[config.mk]
export PLATFORM = sky130hd
export DESIGN_NAME = dwr_ctrl_end_flat
export DESIGN_NICKNAME = d
export VERILOG_FILES = /design/src/logic/dwr_pkg.sv /design/src/logic/dwr_link_if.sv /design/src/logic/dwr_ctrl_end.sv /design/src/logic/dwr_fifo.sv /design/src/flat_wrapper.sv
export SDC_FILE = /design/constraint.sdc
export NUM_CORES = 2
export LEC_CHECK = 0
export BUFFER_PORTS_ARGS = -buffer_cell sky130_fd_sc_hd__buf_4
export CORE_MARGIN = 5
export CORE_UTILIZATION = 35
export DETAILED_ROUTE_END_ITERATION = 6
export GPL_TIMING_DRIVEN = 0
export PLACE_DENSITY = 0.49
export SLEW_MARGIN = 20
export SYNTH_ARGS = -nofsm -noshare
export SYNTH_HDL_FRONTEND = slang
export SYNTH_HIERARCHICAL = 1
export SYNTH_SLANG_ARGS = --single-unit
[constraint.sdc]
create_clock -name sys_clk -period 34 [get_ports sys_clk]
set_input_delay 5.1 -clock sys_clk [delete_from_list [all_inputs] [get_ports sys_clk]]
set_output_delay 5.1 -clock sys_clk [all_outputs]
set_load 0.01 [all_outputs]
[src/logic/dwr_pkg.sv]
// Shared constants and types for the write/retire link.
// Assumes one packet slot per sys_clk cycle at 250 MHz.
`default_nettype none
package dwr_pkg;
    // ----------------------------------------
    // Field widths
    // ----------------------------------------
    localparam int DEV_W = 5;
    localparam int BANK_W = 5;
    localparam int ROW_W = 9;
    localparam int COL_W = 6;
    localparam int LANE_W = 64;
    localparam int DATA_W = 2 * LANE_W;
    localparam int MASK_W = DATA_W / 8;
    localparam int CNT_W = 8;
    // ----------------------------------------
    // Timing, ns then cycles
    // ----------------------------------------
    localparam int CLK_NS = 4;
    localparam int PACKET_NS = 4;
    localparam int RCD_NS = 24;
    localparam int RTR_NS = 12;
    localparam int CWD_NS = 8;
    localparam int CC_NS = 4;
    localparam int RAS_NS = 64;
    localparam int RTP_NS = 12;
    localparam int RC_NS = 80;
    localparam int RP_NS = 20;
    localparam int PACKET_CYC = (PACKET_NS + CLK_NS - 1) / CLK_NS;
    localparam int RCD_CYC = (RCD_NS + CLK_NS - 1) / CLK_NS;
    localparam int RTR_CYC = (RTR_NS + CLK_NS - 1) / CLK_NS;
    localparam int CWD_CYC = (CWD_NS + CLK_NS - 1) / CLK_NS;
    localparam int CC_CYC = (CC_NS + CLK_NS - 1) / CLK_NS;
    localparam int RAS_CYC = (RAS_NS + CLK_NS - 1) / CLK_NS;
    localparam int RTP_CYC = (RTP_NS + CLK_NS - 1) / CLK_NS;
    localparam int RC_CYC = (RC_NS + CLK_NS - 1) / CLK_NS;
    localparam int RP_CYC = (RP_NS + CLK_NS - 1) / CLK_NS;
    // ----------------------------------------
    // Commands
    // ----------------------------------------
    typedef enum logic [1:0] {DWR_ROW_NOP, DWR_ROW_ACT, DWR_ROW_CLOSE} dwr_row_e;
    typedef enum logic [1:0] {DWR_COL_IDLE, DWR_COL_WRITE, DWR_COL_WRAC, DWR_COL_READ} dwr_col_e;
endpackage
`default_nettype wire
[src/logic/dwr_link_if.sv]
// Link between the memory controller end and one device end.
// Assumes both ends share sys_clk; one packet per cycle.
`timescale 1ns/100ps
`default_nettype none
interface dwr_link_if import dwr_pkg::*; (input wire logic sys_clk);
    // Row pins
    logic row_frame;
    dwr_row_e row_op;
    logic [DEV_W-1:0] row_dev;
    logic [BANK_W-1:0] row_bank;
    logic [ROW_W-1:0] row_addr;
    // Column pins, frame is the start bit
    logic col_frame;
    dwr_col_e col_op;
    logic [DEV_W-1:0] col_dev;
    logic [BANK_W-1:0] col_bank;
    logic [COL_W-1:0] col_col;
    // Byte mask packet
    logic mask_frame;
    logic [MASK_W-1:0] byte_mask;
    // Data lanes
    logic data_frame;
    logic [LANE_W-1:0] data_lane_low;
    logic [LANE_W-1:0] data_lane_high;
    // Read return
    logic rdata_valid;
    logic [DATA_W-1:0] rdata;
    modport ctrl (
        output row_frame, row_op, row_dev, row_bank, row_addr,
        output col_frame, col_op, col_dev, col_bank, col_col,
        output mask_frame, byte_mask, data_frame, data_lane_low, data_lane_high,
        input rdata_valid, rdata
    );
    modport dev (
        input row_frame, row_op, row_dev, row_bank, row_addr,
        input col_frame, col_op, col_dev, col_bank, col_col,
        input mask_frame, byte_mask, data_frame, data_lane_low, data_lane_high,
        output rdata_valid, rdata
    );
endinterface
`default_nettype wire

[src/logic/dwr_ctrl_end.sv]
// Controller end: queues write/read requests and issues packets.
// Assumes one device end on the link and one packet per cycle.
//
// Contract
// - First write at activate delay minus retire delay
// - Write data follows each write after delay
// - Row/column end-referenced, data start-referenced
// - Second write spaced by column packet spacing
// - Optional mask rides with retiring column packet
// - Postponed retire postpones its mask too (here the mask is sent at the fixed retire slot, never held off)
// - Close no earlier than activate-to-close minimum (autoclose write here closes its bank at retire, 7 cycles after activate)
// - Close no earlier than retire-to-close minimum (here an autoclose write closes its bank in its retire cycle)
// - Reactivate after row cycle and close-to-activate
// - One transaction per bank at a time
// - Write loads buffer, sense amp untouched
// - Retire at write-to-retire slot unless blocked
// - Late retire at first non-self-read packet
// - Read before retire old, after new
// - Self read in retire slot postpones one
// - Other packets force pending retire
// - Idle slot inserted in write-write-read
// - Buffer keeps bank and column, not row
// - Avoid closing bank with unretired write
// - Write retires other devices' older buffers
// - Non-adjacent banks may interleave per row-to-row
// - Adjacent banks stay closed during access
// - Autoclose write closes bank after retire
`timescale 1ns/100ps
`default_nettype none
module dwr_ctrl_end import dwr_pkg::*; #(parameter int DEPTH = 8) (
    // Clock and reset
    input wire logic sys_clk,
    input wire logic rst,
    // Link
    dwr_link_if.ctrl link,
    // Request
    input wire logic req_valid,
    output logic req_ready,
    input wire logic req_read,
    input wire logic req_autoclose,
    input wire logic req_mask_en,
    input wire logic [DEV_W-1:0] req_dev,
    input wire logic [BANK_W-1:0] req_bank,
    input wire logic [ROW_W-1:0] req_row,
    input wire logic [COL_W-1:0] req_col,
    input wire logic [DATA_W-1:0] req_data0,
    input wire logic [DATA_W-1:0] req_data1,
    input wire logic [MASK_W-1:0] req_mask0,
    input wire logic [MASK_W-1:0] req_mask1,
    // Answer
    output logic rsp_valid,
    output logic [DATA_W-1:0] rsp_data,
    output logic busy
);
    // ----------------------------------------
    // Types
    // ----------------------------------------
    typedef struct packed {
        logic rd;
        logic ac;
        logic men;
        logic [DEV_W-1:0] dev;
        logic [BANK_W-1:0] bank;
        logic [ROW_W-1:0] row;
        logic [COL_W-1:0] col;
        logic [DATA_W-1:0] d1;
        logic [DATA_W-1:0] d0;
        logic [MASK_W-1:0] m1;
        logic [MASK_W-1:0] m0;
    } dwr_req_s;
    typedef enum logic [2:0] {CS_IDLE, CS_ACT, CS_COL, CS_DRAIN, CS_CLOSE} dwr_cs_e;
    typedef struct packed {
        dwr_cs_e st;
        dwr_req_s rq;
        logic k;
        logic [CNT_W-1:0] cnt;
        logic [CNT_W-1:0] t_act;
        logic [CNT_W-1:0] t_close;
        logic [CNT_W-1:0] t_ret;
        logic [CWD_CYC-1:0][1:0] dp;
        logic [RTR_CYC-1:0][2:0] mp;
        logic [1:0][DEV_W:0] hist;
        logic row_frame;
        dwr_row_e row_op;
        logic [BANK_W-1:0] row_bank;
        logic [ROW_W-1:0] row_addr;
        logic [DEV_W-1:0] row_dev;
        dwr_col_e col_op;
        logic [DEV_W-1:0] col_dev;
        logic [BANK_W-1:0] col_bank;
        logic [COL_W-1:0] col_col;
        logic mask_frame;
        logic [MASK_W-1:0] byte_mask;
        logic data_frame;
        logic [DATA_W-1:0] data;
        logic rsp_v;
        logic [DATA_W-1:0] rsp_d;
        logic busy;
    } dwr_ctrl_s;
    // ----------------------------------------
    // Request queue
    // ----------------------------------------
    dwr_ctrl_s c, n;
    dwr_req_s in_word, out_word;
    logic out_valid, out_ready, fifo_ready;
    assign in_word = '{rd: req_read, ac: req_autoclose, men: req_mask_en, dev: req_dev,
        bank: req_bank, row: req_row, col: req_col, d1: req_data1, d0: req_data0,
        m1: req_mask1, m0: req_mask0};
    assign out_ready = (c.st == CS_IDLE);
    dwr_fifo #(.W($bits(dwr_req_s)), .DEPTH(DEPTH)) u_fifo (
        .sys_clk(sys_clk),
        .rst(rst),
        .in_valid(req_valid && req_ready),
        .in_ready(fifo_ready),
        .in_data(in_word),
        .out_valid(out_valid),
        .out_ready(out_ready),
        .out_data(out_word)
    );
    // Registered copy of queue ready
    logic ready_q;
    always_ff @(posedge sys_clk or posedge rst) begin
        if (rst) begin
            ready_q <= 1'b0;
        end else begin
            ready_q <= fifo_ready;
        end
    end
    assign req_ready = ready_q && fifo_ready;
    // ----------------------------------------
    // Sequencer
    // ----------------------------------------
    logic wr_now;
    logic [DEV_W:0] slot;
    always_comb begin
        n = c;
        wr_now = 1'b0;
        slot = '0;
        n.row_frame = 1'b0;
        n.row_op = DWR_ROW_NOP;
        n.col_op = DWR_COL_IDLE;
        n.mask_frame = 1'b0;
        n.data_frame = 1'b0;
        n.t_act = (&c.t_act) ? c.t_act : c.t_act + 1'b1;
        n.t_close = (&c.t_close) ? c.t_close : c.t_close + 1'b1;
        n.t_ret = (&c.t_ret) ? c.t_ret : c.t_ret + 1'b1;
        n.rsp_v = link.rdata_valid;
        n.rsp_d = link.rdata;
        case (c.st)
            CS_IDLE: begin
                // One whole transaction at a time, on any bank
                if (out_valid) begin
                    n.rq = out_word;
                    n.st = CS_ACT;
                end
            end
            CS_ACT: begin
                if (c.t_act >= CNT_W'(RC_CYC) && c.t_close >= CNT_W'(RP_CYC)) begin
                    n.row_frame = 1'b1;
                    n.row_op = DWR_ROW_ACT;
                    n.row_dev = c.rq.dev;
                    n.row_bank = c.rq.bank;
                    n.row_addr = c.rq.row;
                    n.t_act = '0;
                    n.k = 1'b0;
                    n.cnt = c.rq.rd ? CNT_W'(RCD_CYC - 1) : CNT_W'(RCD_CYC - RTR_CYC - 1);
                    n.st = CS_COL;
                end
            end
            CS_COL: begin
                if (c.cnt != '0) begin
                    n.cnt = c.cnt - 1'b1;
                end else if (c.rq.rd && c.hist[0] == {1'b1, c.rq.dev} && c.hist[1] == {1'b1, c.rq.dev}) begin
                    n.col_op = DWR_COL_IDLE;
                end else begin
                    wr_now = !c.rq.rd;
                    n.col_op = c.rq.rd ? DWR_COL_READ : ((c.k && c.rq.ac) ? DWR_COL_WRAC : DWR_COL_WRITE);
                    n.col_dev = c.rq.dev;
                    n.col_bank = c.rq.bank;
                    n.col_col = c.rq.col + COL_W'(c.k);
                    n.k = 1'b1;
                    n.cnt = CNT_W'(CC_CYC - 1);
                    if (c.k) begin
                        n.st = CS_DRAIN;
                    end
                end
            end
            CS_DRAIN: begin
                // Close waits for every retire to pass
                if (c.dp == '0 && c.mp == '0) begin
                    n.st = (c.rq.ac && !c.rq.rd) ? CS_IDLE : CS_CLOSE;
                end
            end
            CS_CLOSE: begin
                if (c.t_act >= CNT_W'(RAS_CYC) && (c.rq.rd || c.t_ret >= CNT_W'(RTP_CYC))) begin
                    n.row_frame = 1'b1;
                    n.row_op = DWR_ROW_CLOSE;
                    n.row_dev = c.rq.dev;
                    n.row_bank = c.rq.bank;
                    n.t_close = '0;
                    n.st = CS_IDLE;
                end
            end
            default: begin
                n.st = CS_IDLE;
            end
        endcase
        // Column history for the write-write-read check
        slot = {wr_now, c.rq.dev};
        n.hist = {c.hist[0], slot};
        // Data dualoct after each write
        n.dp = {c.dp[CWD_CYC-2:0], {wr_now, wr_now && c.k}}; // Empty slots shift in zero
        if (c.dp[CWD_CYC-1][1]) begin
            n.data_frame = 1'b1;
            n.data = c.dp[CWD_CYC-1][0] ? c.rq.d1 : c.rq.d0;
        end
        // Mask aligned to the retiring slot, never held off here
        n.mp = {c.mp[RTR_CYC-2:0], {wr_now, wr_now && c.k, wr_now && c.k}}; // Drain can see it empty
        if (c.mp[RTR_CYC-1][2]) begin
            n.mask_frame = c.rq.men;
            n.byte_mask = c.mp[RTR_CYC-1][1] ? c.rq.m1 : c.rq.m0;
            if (c.mp[RTR_CYC-1][0]) begin
                n.t_ret = '0;
                if (c.rq.ac) begin
                    n.t_close = '0;
                end
            end
        end
        n.busy = (n.st != CS_IDLE);
    end
    always_ff @(posedge sys_clk or posedge rst) begin
        if (rst) begin
            c <= '0;
            c.t_act <= '1;
            c.t_close <= '1;
            c.t_ret <= '1;
        end else begin
            c <= n;
        end
    end
    // ----------------------------------------
    // Outputs
    // ----------------------------------------
    assign link.row_frame = c.row_frame;
    assign link.row_op = c.row_op;
    assign link.row_dev = c.row_dev;
    assign link.row_bank = c.row_bank;
    assign link.row_addr = c.row_addr;
    assign link.col_frame = !rst; // Every slot framed, idle by default
    assign link.col_op = c.col_op;
    assign link.col_dev = c.col_dev;
    assign link.col_bank = c.col_bank;
    assign link.col_col = c.col_col;
    assign link.mask_frame = c.mask_frame;
    assign link.byte_mask = c.byte_mask;
    assign link.data_frame = c.data_frame;
    assign link.data_lane_low = c.data[LANE_W-1:0];
    assign link.data_lane_high = c.data[DATA_W-1:LANE_W];
    assign rsp_valid = c.rsp_v;
    assign rsp_data = c.rsp_d;
    assign busy = c.busy;
endmodule
`default_nettype wire

[src/logic/dwr_fifo.sv]
// Request FIFO with valid/ready on both sides.
// Assumes a single clock; flags decode the registered count.
`timescale 1ns/100ps
`default_nettype none
module dwr_fifo #(parameter int W = 8, parameter int DEPTH = 8) (
    // Clock and reset
    input wire logic sys_clk,
    input wire logic rst,
    // Fill side
    input wire logic in_valid,
    output logic in_ready,
    input wire logic [W-1:0] in_data,
    // Drain side
    output logic out_valid,
    input wire logic out_ready,
    output logic [W-1:0] out_data
);
    localparam int AW = $clog2(DEPTH);
    typedef struct packed {
        logic [AW-1:0] wp;
        logic [AW-1:0] rp;
        logic [AW:0] cnt;
    } dwr_fifo_s;
    dwr_fifo_s c, n;
    logic [W-1:0] mem [DEPTH];
    logic push, pop;
    // Handshakes
    assign push = in_valid && in_ready;
    assign pop = out_valid && out_ready;
    assign in_ready = (c.cnt != (AW+1)'(DEPTH));
    assign out_valid = (c.cnt != '0);
    assign out_data = mem[c.rp];
    // Pointer and count update
    always_comb begin
        n = c;
        if (push) begin
            n.wp = (c.wp == AW'(DEPTH-1)) ? '0 : c.wp + 1'b1;
        end
        if (pop) begin
            n.rp = (c.rp == AW'(DEPTH-1)) ? '0 : c.rp + 1'b1;
        end
        n.cnt = c.cnt + (AW+1)'(push) - (AW+1)'(pop);
    end
    always_ff @(posedge sys_clk or posedge rst) begin
        if (rst) begin
            c <= '0;
        end else begin
            c <= n;
        end
    end
    // Storage
    always_ff @(posedge sys_clk) begin
        if (push) begin
            mem[c.wp] <= in_data;
        end
    end
endmodule
`default_nettype wire

[src/flat_wrapper.sv]
// flat-port wrapper written by rule: the top's interface ports become plain ports
module dwr_ctrl_end_flat import dwr_pkg::*;
#(parameter int DEPTH = 8)
  (sys_clk, rst, req_valid, req_ready, req_read, req_autoclose, req_mask_en, req_dev, req_bank, req_row, req_col, req_data0, req_data1, req_mask0, req_mask1, rsp_valid, rsp_data, busy, link_row_frame, link_row_op, link_row_dev, link_row_bank, link_row_addr, link_col_frame, link_col_op, link_col_dev, link_col_bank, link_col_col, link_mask_frame, link_byte_mask, link_data_frame, link_data_lane_low, link_data_lane_high, link_rdata_valid, link_rdata);
  dwr_link_if link_i (.sys_clk(sys_clk));
  input wire logic sys_clk;
  input wire logic rst;
  input wire logic req_valid;
  output logic req_ready;
  input wire logic req_read;
  input wire logic req_autoclose;
  input wire logic req_mask_en;
  input wire logic [DEV_W-1:0] req_dev;
  input wire logic [BANK_W-1:0] req_bank;
  input wire logic [ROW_W-1:0] req_row;
  input wire logic [COL_W-1:0] req_col;
  input wire logic [DATA_W-1:0] req_data0;
  input wire logic [DATA_W-1:0] req_data1;
  input wire logic [MASK_W-1:0] req_mask0;
  input wire logic [MASK_W-1:0] req_mask1;
  output logic rsp_valid;
  output logic [DATA_W-1:0] rsp_data;
  output logic busy;
  output wire logic [$bits(link_i.row_frame)-1:0] link_row_frame;
  output wire logic [$bits(link_i.row_op)-1:0] link_row_op;
  output wire logic [$bits(link_i.row_dev)-1:0] link_row_dev;
  output wire logic [$bits(link_i.row_bank)-1:0] link_row_bank;
  output wire logic [$bits(link_i.row_addr)-1:0] link_row_addr;
  output wire logic [$bits(link_i.col_frame)-1:0] link_col_frame;
  output wire logic [$bits(link_i.col_op)-1:0] link_col_op;
  output wire logic [$bits(link_i.col_dev)-1:0] link_col_dev;
  output wire logic [$bits(link_i.col_bank)-1:0] link_col_bank;
  output wire logic [$bits(link_i.col_col)-1:0] link_col_col;
  output wire logic [$bits(link_i.mask_frame)-1:0] link_mask_frame;
  output wire logic [$bits(link_i.byte_mask)-1:0] link_byte_mask;
  output wire logic [$bits(link_i.data_frame)-1:0] link_data_frame;
  output wire logic [$bits(link_i.data_lane_low)-1:0] link_data_lane_low;
  output wire logic [$bits(link_i.data_lane_high)-1:0] link_data_lane_high;
  input wire logic [$bits(link_i.rdata_valid)-1:0] link_rdata_valid;
  input wire logic [$bits(link_i.rdata)-1:0] link_rdata;
  assign link_row_frame = link_i.row_frame;
  assign link_row_op = link_i.row_op;
  assign link_row_dev = link_i.row_dev;
  assign link_row_bank = link_i.row_bank;
  assign link_row_addr = link_i.row_addr;
  assign link_col_frame = link_i.col_frame;
  assign link_col_op = link_i.col_op;
  assign link_col_dev = link_i.col_dev;
  assign link_col_bank = link_i.col_bank;
  assign link_col_col = link_i.col_col;
  assign link_mask_frame = link_i.mask_frame;
  assign link_byte_mask = link_i.byte_mask;
  assign link_data_frame = link_i.data_frame;
  assign link_data_lane_low = link_i.data_lane_low;
  assign link_data_lane_high = link_i.data_lane_high;
  assign link_i.rdata_valid = link_rdata_valid;
  assign link_i.rdata = link_rdata;
  dwr_ctrl_end #(.DEPTH(DEPTH)) u_core (.sys_clk(sys_clk), .rst(rst), .link(link_i), .req_valid(req_valid), .req_ready(req_ready), .req_read(req_read), .req_autoclose(req_autoclose), .req_mask_en(req_mask_en), .req_dev(req_dev), .req_bank(req_bank), .req_row(req_row), .req_col(req_col), .req_data0(req_data0), .req_data1(req_data1), .req_mask0(req_mask0), .req_mask1(req_mask1), .rsp_valid(rsp_valid), .rsp_data(rsp_data), .busy(busy));
endmodule
==> impl_metrics.json <==
{
  "fmax_mhz": 82.63,
  "wl_um": 332400,
  "synth.distinct_cells": 61,
  "synth_area_mm2": 0.1232,
  "area_growth_pct": 23.00,
  "endpoint_kind": "output port",
  "port_buffers": 765,
  "initial_utilization_pct": 35.21,
  "run_status": "complete, no violations",
  "max_stage_delay_ns": 0.39,
  "setup_viol": 0,
  "fin_cells": 12240,
  "ios": 766,
  "worstPathRequired_ns": 28.90,
  "die_h_um": 603.3,
  "dr.pass1.iters": 7,
  "synth_area_per_cell_um2": 21.24,
  "clock-sinks": 3222,
  "drc": 0,
  "post-route-period-util_pct": 35.59,
  "worst-setup-path-type": "in -> out",
  "die_w_um": 603.3,
  "synthFlopType": "edfxtp_1",
  "dpl.cell_count": 11520,
  "start_kind": "input pin",
  "ff2ff_setup_slack_ns": 29.58,
  "cts_resized": 0,
  "synth_edf_count": 2528,
  "hold_viol": 0,
  "worst_pin_slew_ns": 1.099,
  "relSlewSlack_pct": 26.75,
  "crit_family": "buffers and inverters",
  "yosys.area.top_type": "edfxtp_1",
  "cts_tree": "built",
  "grt-ovfl-total": 0,
  "p_leak_nw": 53.72,
  "ant_nets": 0,
  "grt_max_degree": 94,
  "synthTopCellsByArea": "edfxtp_1 (62%), dfrtp_1 (14%), mux4_2 (12%), mux2_2 (6.1%), buf_4 (1.9%)",
  "synth_nets": 6270,
  "netlist_instances": 5802,
  "synth_warnings": 6,
  "rows": 217,
  "grt_pass1_vias": 64380,
  "root_buffer": "clkbuf_16",
  "fin_skew_ns": 0.03635,
  "wl_per_cell_um": 27.17,
  "crit_path_frequent_cell": "buf_16",
  "setup_tns_ns": 0,
  "cts.reportedPaths.clkPinSlew_ns": 0.06,
  "critPathBufInv": 6,
  "min_path_type": "reg -> reg",
  "nets": 7757,
  "synth.most_common_cell": "edfxtp_1",
  "ys_async_sr_fraction_pct": 21.54,
  "cts_setup_buffers": 0,
  "synthTopCellsByCount": "edfxtp_1 (2528), dfrtp_1 (670), mux2_2 (662)",
  "htreeDepth": 5,
  "die_area_mm2": 0.3640,
  "crit_chain": "buf_4, inv_8, buf_16, buf_16, buf_16, buf_4",
  "clock_latency_ns": 0.91,
  "cts_max_path_buffers": 4,
  "arrival_ns": 7.00,
  "core_mm2": 0.3500,
  "cap_violations": 0,
  "power_density_mw_per_mm2": 89.61,
  "cp_max_fo": 81,
  "gp_congestion": 0.7463,
  "yosysSeqAreaShare_pct": 75.73,
  "drive_gt1_share_pct": 45.54,
  "synth_top_area_share_pct": 61.61,
  "hold_buffers": 0,
  "cts_made_buffers": 362,
  "min_period_ns": 12.10,
  "grt_usage_pct": 18.04,
  "place.detailed.hpwl_um": 234000,
  "drtIter0Drc": 3731,
  "grt_pass1_wl_um": 476400,
  "rsz0062_at_grt": "false",
  "slowest_stage": "buf_16",
  "post_drt_via_cell_ratio": 4.918,
  "hold_ws_ns": 0.3653,
  "antenna_found_initial": 108,
  "irDropWorstVdd_uv": 45.54,
  "ys_ff_latch": 3222,
  "num_vias": 60180,
  "finalMaxSlewViolations": 0
}
-- final cells by class --
| class | count | area, um2 |
|---|---|---|
| Timing Repair Buffer | 1123 | 10100 |
| Fill cell | 30410 | 198400 |
| Sequential cell | 3222 | 93310 |
| Buffer | 578 | 3704 |
| Clock buffer | 492 | 10210 |
| Tap cell | 4599 | 5754 |
| Clock inverter | 187 | 2103 |
| Multi-Input combinational cell | 1982 | 26210 |
| Antenna cell | 34 | 85.08 |
| Inverter | 20 | 82.58 |
-- worst paths after layout --
kind,to,startpoint,cells past startpoint
worst min-delay path,u_core/link.data_frame,u_core/c[340],0
min in group asynchronous,u_core/busy,rst,2
worst max register to register,u_core/u_fifo/mem[6][149],u_core/u_fifo/c[2],18
max in group asynchronous,u_core/rsp_data[7],rst,6
worst max-delay path,link_col_frame,rst,6
worst min register to register,u_core/link.data_frame,u_core/c[340],0
-- per-stage QoR --
| step | area (um2) | setup slack [ns] | power (mW) | utilization (%) |
|---|---|---|---|---|
| 3_5_place_dp | 139200 | 21.79 | 9.826 | 39.76 |
| 2_1_floorplan | 123200 | 5.755 | 8.371 | - |
| 4_1_cts | 151500 | 21.78 | 13.88 | 43.28 |
| 3_3_place_gp | 134700 | -24.21 | 10.34 | 38.49 |
| 6_report | 151600 | 21.90 | 13.58 | 43.30 |
| 5_1_grt | 151500 | 21.59 | 14.28 | 43.29 |
-- cells by family (layout without fill, tap and decap cells) --
family / after synthesis / count (layout) / share of synthesized area [%]
flops: 3222 / 3222 / 75.73
mux: 1450 / 1450 / 18.88
buf+inv: 598 / 2400 / 3.049
simple gates: 294 / 294 / 1.103
compound gates: 202 / 202 / 0.9149
fa+ha+maj: 20 / 20 / 0.2092
xor+xnor: 16 / 16 / 0.1137
other cells: 0 / 34 / 0
-- metal layers --
metal	share of wire, %	up-vias	global-route usage [%]
met1	41	32080	23.15
met2	51	1472	31.49
met5	0.083	-	0
met3	5.7	507	3.879
met4	2.1	44	3.887
li1	-	26070	-
-- layout by cell type (no fill, tap or decap), types with 24 or more instances in the layout --
cell	n
edfxtp_1	2528
buf_4	1269
dfrtp_1	670
mux2_2	662
mux4_2	632
clkbuf_16	369
nor2_1	179
clkbuf_1	169
a21oi_1	154
mux2i_1	146
buf_6	111
buf_2	85
clkinv_2	60
clkbuf_8	51
clkinv_1	48
buf_16	43
buf_1	43
buf_12	38
diode_2	34
bufinv_16	33
dfstp_2	24
-- flip-flops by register name, summed over array words and instances, names as in the netlist --
name and flops:
u_core/link.byte_mask 16, u_core/u_fifo/c 10, u_core/busy 1, u_core/link.col_dev 5
u_core/link.row_addr 9, u_core/c 367, u_core/link.row_dev 5, u_core/rsp_valid 1
u_core/rsp_data 128, u_core/link.row_bank 5, u_core/link.col_col 6, u_core/link.mask_frame 1
u_core/link.col_bank 5, u_core/u_fifo/mem 2528, u_core/link.data_frame 1, u_core/link.row_frame 1
u_core/link.col_op 2, u_core/link.row_op 2, u_core/link.data_lane_low 64, u_core/ready_q 1
u_core/link.data_lane_high 64
-- where the power goes --
group | leakage [nW] | switching (mW) | internal, mW
Sequential | 31.2 | 0.316 | 5.09
Clock | 6.00 | 1.60 | 2.37
Combinational | 16.6 | 2.10 | 2.10
Total | 53.7 | 4.02 | 9.56
Note: power is estimated with default switching activity, not from simulation.
